==> src/shared/pcs_pkg.sv <==
package pcs_pkg;
	// access kinds requested by the host bridge
	typedef enum logic [1:0] {
		PCS_MEM    = 2'b00,
		PCS_ATTR   = 2'b01,
		PCS_IO     = 2'b10,
		PCS_RSVD   = 2'b11
	} pcs_space_e;

	// host request carrier
	typedef struct packed {
		pcs_space_e  space;
		logic        write;
		logic [25:0] addr;
		logic [15:0] wdata;
		logic        wide;  // 16-bit transfer
	} pcs_req_s;

	// card-side strobe group, all active low
	typedef struct packed {
		logic ce1_n;
		logic ce2_n;
		logic oe_n;
		logic we_n;
		logic iord_n;
		logic iowr_n;
		logic reg_n;
	} pcs_strb_s;

	// card status decoded for the host
	typedef struct packed {
		logic       ready;
		logic       ireq;
		logic       wprot;
		logic       iois16;
		logic [1:0] volt;
	} pcs_stat_s;

	localparam pcs_strb_s PCS_STRB_IDLE = 7'h7f;
	localparam int        PCS_SETUP_NS  = 100;
	localparam int        PCS_STRB_NS   = 300;
	localparam int        PCS_HOLD_NS   = 50;
	localparam int        PCS_CLK_NS    = 50;
	localparam logic [3:0] PCS_SETUP_CYC = 4'((PCS_SETUP_NS + PCS_CLK_NS - 1) / PCS_CLK_NS);
	localparam logic [3:0] PCS_STRB_CYC  = 4'((PCS_STRB_NS + PCS_CLK_NS - 1) / PCS_CLK_NS);
	localparam logic [3:0] PCS_HOLD_CYC  = 4'((PCS_HOLD_NS + PCS_CLK_NS - 1) / PCS_CLK_NS);
	localparam logic [1:0] PCS_VS_5V     = 2'b11;
	localparam logic [1:0] PCS_VS_3V     = 2'b10;
	localparam logic [1:0] PCS_VS_XV     = 2'b01;
	localparam logic [1:0] PCS_VS_YV     = 2'b00;
endpackage : pcs_pkg

==> src/rtl/pcs_socket.sv <==
`timescale 1ns/1ps
module pcs_socket import pcs_pkg::*; (
	input  wire logic        sys_clk,
	input  wire logic        nrst,
	input  wire logic        req_valid,
	input  wire pcs_req_s    req,
	input  wire logic        io_mode,
	input  wire logic        card_rst_req,
	output pcs_stat_s        stat,
	output logic             busy,
	output logic             done,
	output logic [15:0]      rdata,
	output logic             inpack_seen,
	output pcs_strb_s        strb,
	output logic             card_reset,
	output logic [25:0]      card_addr,
	output logic [15:0]      card_dout,
	output logic             card_doe_n,
	input  wire logic [15:0] card_din,
	input  wire logic        rdy_ireq_in,
	input  wire logic        wait_n,
	input  wire logic        inpack_n,
	input  wire logic        wp_in,
	input  wire logic        vs1_n,
	input  wire logic        vs2_n
);

	typedef enum logic [1:0] {
		PCS_IDLE  = 2'b00,
		PCS_SETUP = 2'b01,
		PCS_STRB  = 2'b10,
		PCS_HOLD  = 2'b11
	} pcs_state_e;

	// byte enables {ce1_n, ce2_n} from the low address bit and width: even byte on ce1, odd byte on ce2
	function automatic logic [1:0] pcs_ce(input logic a0, input logic wide);
		pcs_ce = wide ? 2'b00 : (a0 ? 2'b10 : 2'b01);
	endfunction : pcs_ce

	pcs_state_e state;
	pcs_state_e next_state;
	logic [3:0] cnt;
	logic [3:0] next_cnt;
	pcs_req_s   cur;
	pcs_req_s   next_cur;
	pcs_strb_s  next_strb;
	logic       next_busy;
	logic       next_done;
	logic [15:0] next_rdata;
	logic       next_inpack_seen;
	logic       next_doe_n;
	logic [1:0] ce;

	// transfer sequencer: setup, strobe stretched by wait, hold
	always_comb begin
		next_state       = state;
		next_cnt         = cnt;
		next_cur         = cur;
		next_strb        = strb;
		next_busy        = busy;
		next_done        = 1'b0;
		next_rdata       = rdata;
		next_inpack_seen = inpack_seen;
		next_doe_n       = card_doe_n;
		ce               = pcs_ce(cur.addr[0], cur.wide);
		case (state)
			PCS_IDLE: begin
				next_strb  = PCS_STRB_IDLE;
				next_doe_n = 1'b1;
				if (req_valid && !card_reset && req.space != PCS_RSVD) begin
					next_cur         = req;
					next_busy        = 1'b1;
					next_cnt         = PCS_SETUP_CYC;
					next_inpack_seen = 1'b0;
					next_state       = PCS_SETUP;
				end
			end
			PCS_SETUP: begin
				// address, selects and attribute line settle before the strobe
				next_strb.ce1_n = ce[1];
				next_strb.ce2_n = ce[0];
				next_strb.reg_n = (cur.space == PCS_MEM);
				next_doe_n      = ~cur.write;
				if (cnt <= 4'h1) begin
					next_cnt = PCS_STRB_CYC;
					// exactly one strobe per access keeps reads and writes apart
					next_strb.oe_n   = !(cur.space != PCS_IO && !cur.write);
					next_strb.we_n   = !(cur.space != PCS_IO && cur.write);
					next_strb.iord_n = !(cur.space == PCS_IO && !cur.write);
					next_strb.iowr_n = !(cur.space == PCS_IO && cur.write);
					next_state       = PCS_STRB;
				end else begin
					next_cnt = cnt - 4'h1;
				end
			end
			PCS_STRB: begin
				if (!inpack_n && cur.space == PCS_IO && !cur.write)
					next_inpack_seen = 1'b1;
				if (cnt > 4'h1) begin
					next_cnt = cnt - 4'h1;
				end else if (wait_n) begin
					next_rdata       = card_din;
					next_strb.oe_n   = 1'b1;
					next_strb.we_n   = 1'b1;
					next_strb.iord_n = 1'b1;
					next_strb.iowr_n = 1'b1;
					next_cnt         = PCS_HOLD_CYC;
					next_state       = PCS_HOLD;
				end
			end
			PCS_HOLD: begin
				if (cnt <= 4'h1) begin
					next_strb  = PCS_STRB_IDLE;
					next_doe_n = 1'b1;
					next_busy  = 1'b0;
					next_done  = 1'b1;
					next_state = PCS_IDLE;
				end else begin
					next_cnt = cnt - 4'h1;
				end
			end
			default: begin
				next_state = PCS_IDLE;
				next_strb  = PCS_STRB_IDLE;
				next_busy  = 1'b0;
			end
		endcase
	end

	// sequencer registers
	always_ff @(posedge sys_clk or negedge nrst) begin
		if (!nrst) begin
			state       <= PCS_IDLE;
			cnt         <= 4'h0;
			cur         <= '0;
			strb        <= PCS_STRB_IDLE;
			busy        <= 1'b0;
			done        <= 1'b0;
			rdata       <= 16'h0000;
			inpack_seen <= 1'b0;
			card_doe_n  <= 1'b1;
		end else begin
			state       <= next_state;
			cnt         <= next_cnt;
			cur         <= next_cur;
			strb        <= next_strb;
			busy        <= next_busy;
			done        <= next_done;
			rdata       <= next_rdata;
			inpack_seen <= next_inpack_seen;
			card_doe_n  <= next_doe_n;
		end
	end

	logic       next_card_reset;
	logic [25:0] next_card_addr;
	logic [15:0] next_card_dout;
	pcs_stat_s  next_stat;

	// card reset, bus drive and status decode
	always_comb begin
		next_card_reset = card_rst_req;
		next_card_addr  = (state == PCS_IDLE) ? card_addr : cur.addr;
		next_card_dout  = (state == PCS_IDLE) ? card_dout : cur.wdata;
		next_stat.ready  = !io_mode && rdy_ireq_in;
		next_stat.ireq   = io_mode && !rdy_ireq_in;
		next_stat.wprot  = !io_mode && wp_in;
		next_stat.iois16 = io_mode && !wp_in;
		next_stat.volt   = {vs2_n, vs1_n};
	end

	// output registers
	always_ff @(posedge sys_clk or negedge nrst) begin
		if (!nrst) begin
			card_reset <= 1'b1;
			card_addr  <= 26'h000_0000;
			card_dout  <= 16'h0000;
			stat       <= '0;
		end else begin
			card_reset <= next_card_reset;
			card_addr  <= next_card_addr;
			card_dout  <= next_card_dout;
			stat       <= next_stat;
		end
	end

endmodule : pcs_socket

==> config.mk <==
export PLATFORM = sky130hd
export DESIGN_NAME = pcs_socket
export DESIGN_NICKNAME = d
export VERILOG_FILES = /design/src/shared/pcs_pkg.sv /design/src/rtl/pcs_socket.sv
export SDC_FILE = /design/constraint.sdc
export NUM_CORES = 1
export LEC_CHECK = 0
export BUFFER_PORTS_ARGS = -buffer_cell sky130_fd_sc_hd__buf_4
export CAP_MARGIN = 10
export CORE_MARGIN = 2
export CORE_UTILIZATION = 35
export CTS_CLUSTER_SIZE = 28
export DETAILED_ROUTE_END_ITERATION = 12
export GPL_TIMING_DRIVEN = 1
export PLACE_DENSITY = 0.66
export SLEW_MARGIN = 20
export SYNTH_ARGS = -nofsm -noshare
export SYNTH_HDL_FRONTEND = slang
export SYNTH_SLANG_ARGS = --single-unit
==> constraint.sdc <==
create_clock -name sys_clk -period 4.86 [get_ports sys_clk]
set_input_delay 0.729 -clock sys_clk [delete_from_list [all_inputs] [get_ports sys_clk]]
set_output_delay 0.729 -clock sys_clk [all_outputs]
set_load 0.02 [all_outputs]
==> summary.txt <==
Run status
  • Status: finished, final reports clean

Cells and area
  • Fin area: 7000 um^2
  • Diodes inserted: 0
  • Area Growth Syn to Fin: 37.0%
  • Fill cell count: 1261
  • Share of cells above drive strength 1: 61.6%
  • Final #Nets: 568

STA
  • Final setup violation count: 0
  • Slew of the pin with the lowest slew margin: 745 ps
  • Fmax: 0.386 GHz
  • Worst slew margin: 49.9%
  • RSZ-0062 raised after global routing: no
  • Minimum clock period: 2590 ps
  • Clock skew: 7.73 ps
  • Final hold vios: 0
  • Setup TNS: 0 ps
  • Part of the cycle the worst path needs: 53.2%
  • Fin. max-slew vios: 0

Setup path
  • CP max stage cell: a21boi_0
  • CP max stage delay: 680 ps
  • Crit-path cells: inv_1 -> ha_2 -> buf_4 -> a21boi_0 -> nor3_1 -> mux2_2
  • CP Class: flip-flop to flip-flop
  • Crit path arrival time: 2880 ps
  • Worst Setup SP: state[0]$_DFFE_PN0P_
  • Worst setup SP type: flip-flop
  • Cells on worst reg2reg path: 6
  • Worst r2r src: state[0]$_DFFE_PN0P_
  • Critical R2R Capture: state[1]$_DFFE_PN0P_
  • Critical path depth: 6
  • R2R setup slack: 2270 ps
  • Delay-heaviest family, CP: compound AO/OA/AOI/OAI gates
  • CP endpoint kind: flip-flop
  • Crit path max fanout: 52
  • CP bufs+invs: 2
  • WP data required: 5150 ps

Yosys
  • Synthesized net count: 414
  • Synthesis Warnings: 0
  • Asr flop ratio synth: 100%
  • Avg Cell Area, Syn: 15.2 um^2
  • Predominant post-synthesis flop cell: dfrtp_1
  • Synthesized area: 5110 um^2
  • Netlist cell types: 37
  • Most common cell in the netlist: dfrtp_1
  • Top cells by count, synth: dfrtp_1 (119), mux2_2 (101), inv_1 (10), mux2_4 (10), dfstp_2 (9)
  • Area contributors post-synth: dfrtp_1 (58%), mux2_2 (22%), dfstp_2 (4.6%)
  • Cell taking the most area after synthesis: dfrtp_1
  • EDFF count, synth: 0
  • Synth top area share: 58.3%
  • Yosys reg bits: 128
  • Gate count of the mapped netlist: 335
  • Sequential area share after synthesis: 62.9%

Placed design
  • Gpl congestion: 0.766
  • DP Wirelength: 7.63 mm
  • Area after DPL: 6380 um^2
  • Port bufs: 148

Clock network
  • Hold-fix buffers, CTS: 0
  • CTS tree: built
  • Clock-pin slew on the worst setup and hold paths: 50 ps
  • H-Tree Depth: 4
  • Clk sinks: 128
  • Root Buffer: clkbuf_16
  • Clock Tree Buf Depth: 2
  • Post-CTS setup buffer count: 0
  • CTS buffer count: 17
  • Clock latency at the later pin of the worst-skew pair: 410 ps
  • Post-CTS Resized: 0

Power
  • Peak VDD IR: 0.404 mV
  • Power per cell area: 742 nW/um^2
  • Final Total Pwr: 5.19 mW
  • Pleak: 3.23 nW

Detailed routing
  • Via count: 3229
  • Via density: 4.71
  • Wire per inst: 15.9 um
  • Drt drc: 0
  • Detailed-route wire length: 10.9 mm
  • Final ANT Viol Nets: 0
  • 1st-pass router iterations: 4
  • Starting DRT DRC Count: 138

GRT
  • Largest net degree at the start of global routing: 63
  • Antenna violations before repair: 0
  • Overall routing resource usage: 14.8%
  • Vias in the first global route: 3661
  • Grt ovf: 0
  • First-pass GRT wire length: 18.1 mm

Floorplanning
  • Die Ht: 125 um
  • Core Area: 14400 um^2
  • Die width: 125 um
  • IO Pins: 149
  • Site row count: 44
  • Starting Density: 35.5%
  • Die area: 15600 um^2

Min path
  • Hold/Removal Path Class: input port to asynchronous set/reset pin

Flow run
  • Max_cap viols: 0
-- layout by cell type, fill, tap and decap left out, types with 2 or more instances in the layout --
master     instances
buf_4            151
dfrtp_1          119
mux2_2           101
clkbuf_16         17
inv_1             10
mux2_4            10
dfstp_2            9
nor2b_1            8
nand2_1            7
o21ai_0            6
a21oi_1            6
ha_1               5
clkinv_2           5
nor2_1             4
nor3_1             4
clkbuf_8           4
a31oi_1            3
a22oi_1            3
bufinv_16          3
o32a_1             2
mux2i_1            2
o2bb2ai_1          2
nand3_1            2
clkinv_4           2
-- registers in the layout, indices dropped and copies added (netlist names), 2 cells and up --
name / count
strb: 7
card_addr: 26
card_dout: 16
state: 2
cur: 46
rdata: 16
cnt: 4
stat: 6
-- stage by stage --
step                      hold slack, ps  cells  worst slack (ps)  util, %
after global placement               487    654              2320     44.4
after CTS                            133    686              2340     48.7
after global routing                 134    686              2200     48.7
after floorplan                      433    335              2940        -
final                                142    686              2270     48.7
after detailed placement             487    654              2220     44.4
-- metal layers --
metal | routed length [um] | GRT usage [%] | share of wire [%]
met1 | 4570 | 17.4 | 42
met5 | 0 | 0 | 0
met3 | 1110 | 7.47 | 10
met2 | 5060 | 23.2 | 46
met4 | 144 | 5.49 | 1.3
-- worst reg2reg max path, stage by stage, from the launching register on --
cell and delay [ps]:
dfrtp_1 410, inv_1 100, ha_2 200, buf_4 570, a21boi_0 690, nor3_1 190, mux2_2 310
-- worst max path at each step --
stage	to
global route	state[1]$_DFFE_PN0P_
CTS	state[1]$_DFFE_PN0P_
floorplan	cur[0]$_DFFE_PN0P_
detailed placement	cur[32]$_DFFE_PN0P_
finish	state[1]$_DFFE_PN0P_
global placement	cur[42]$_DFFE_PN0P_
-- cells by family (layout without fill, tap and decap cells) --
logic type	Yosys count	after routing	share of synthesized area, %
flip-flops	128	128	62.9
multiplexers	113	113	25.6
AND/OR/NAND/NOR	33	33	3.45
AO/OA/AOI/OAI	29	29	3.87
buffers and inverters	26	193	2.67
adder cells (fa/ha/maj)	6	6	1.47
-- cell type report --
cell class	count	area, um^2	share of cell area [%]
repair buffers	151	1130	16.2
flip-flops and latches	128	3210	45.9
clock inverters	10	133	1.90
well taps	184	230	3.29
multi-input cells	181	1760	25.2
clock buffers	22	484	6.92
inverters	10	37.5	0.536
-- power by group --
group          internal, mW  switching [mW]
sequential             1.58           0.267
combinational          1.05           0.985
clock                 0.857           0.445
total                  3.50            1.70
Power figures use the tool's default switching activity.
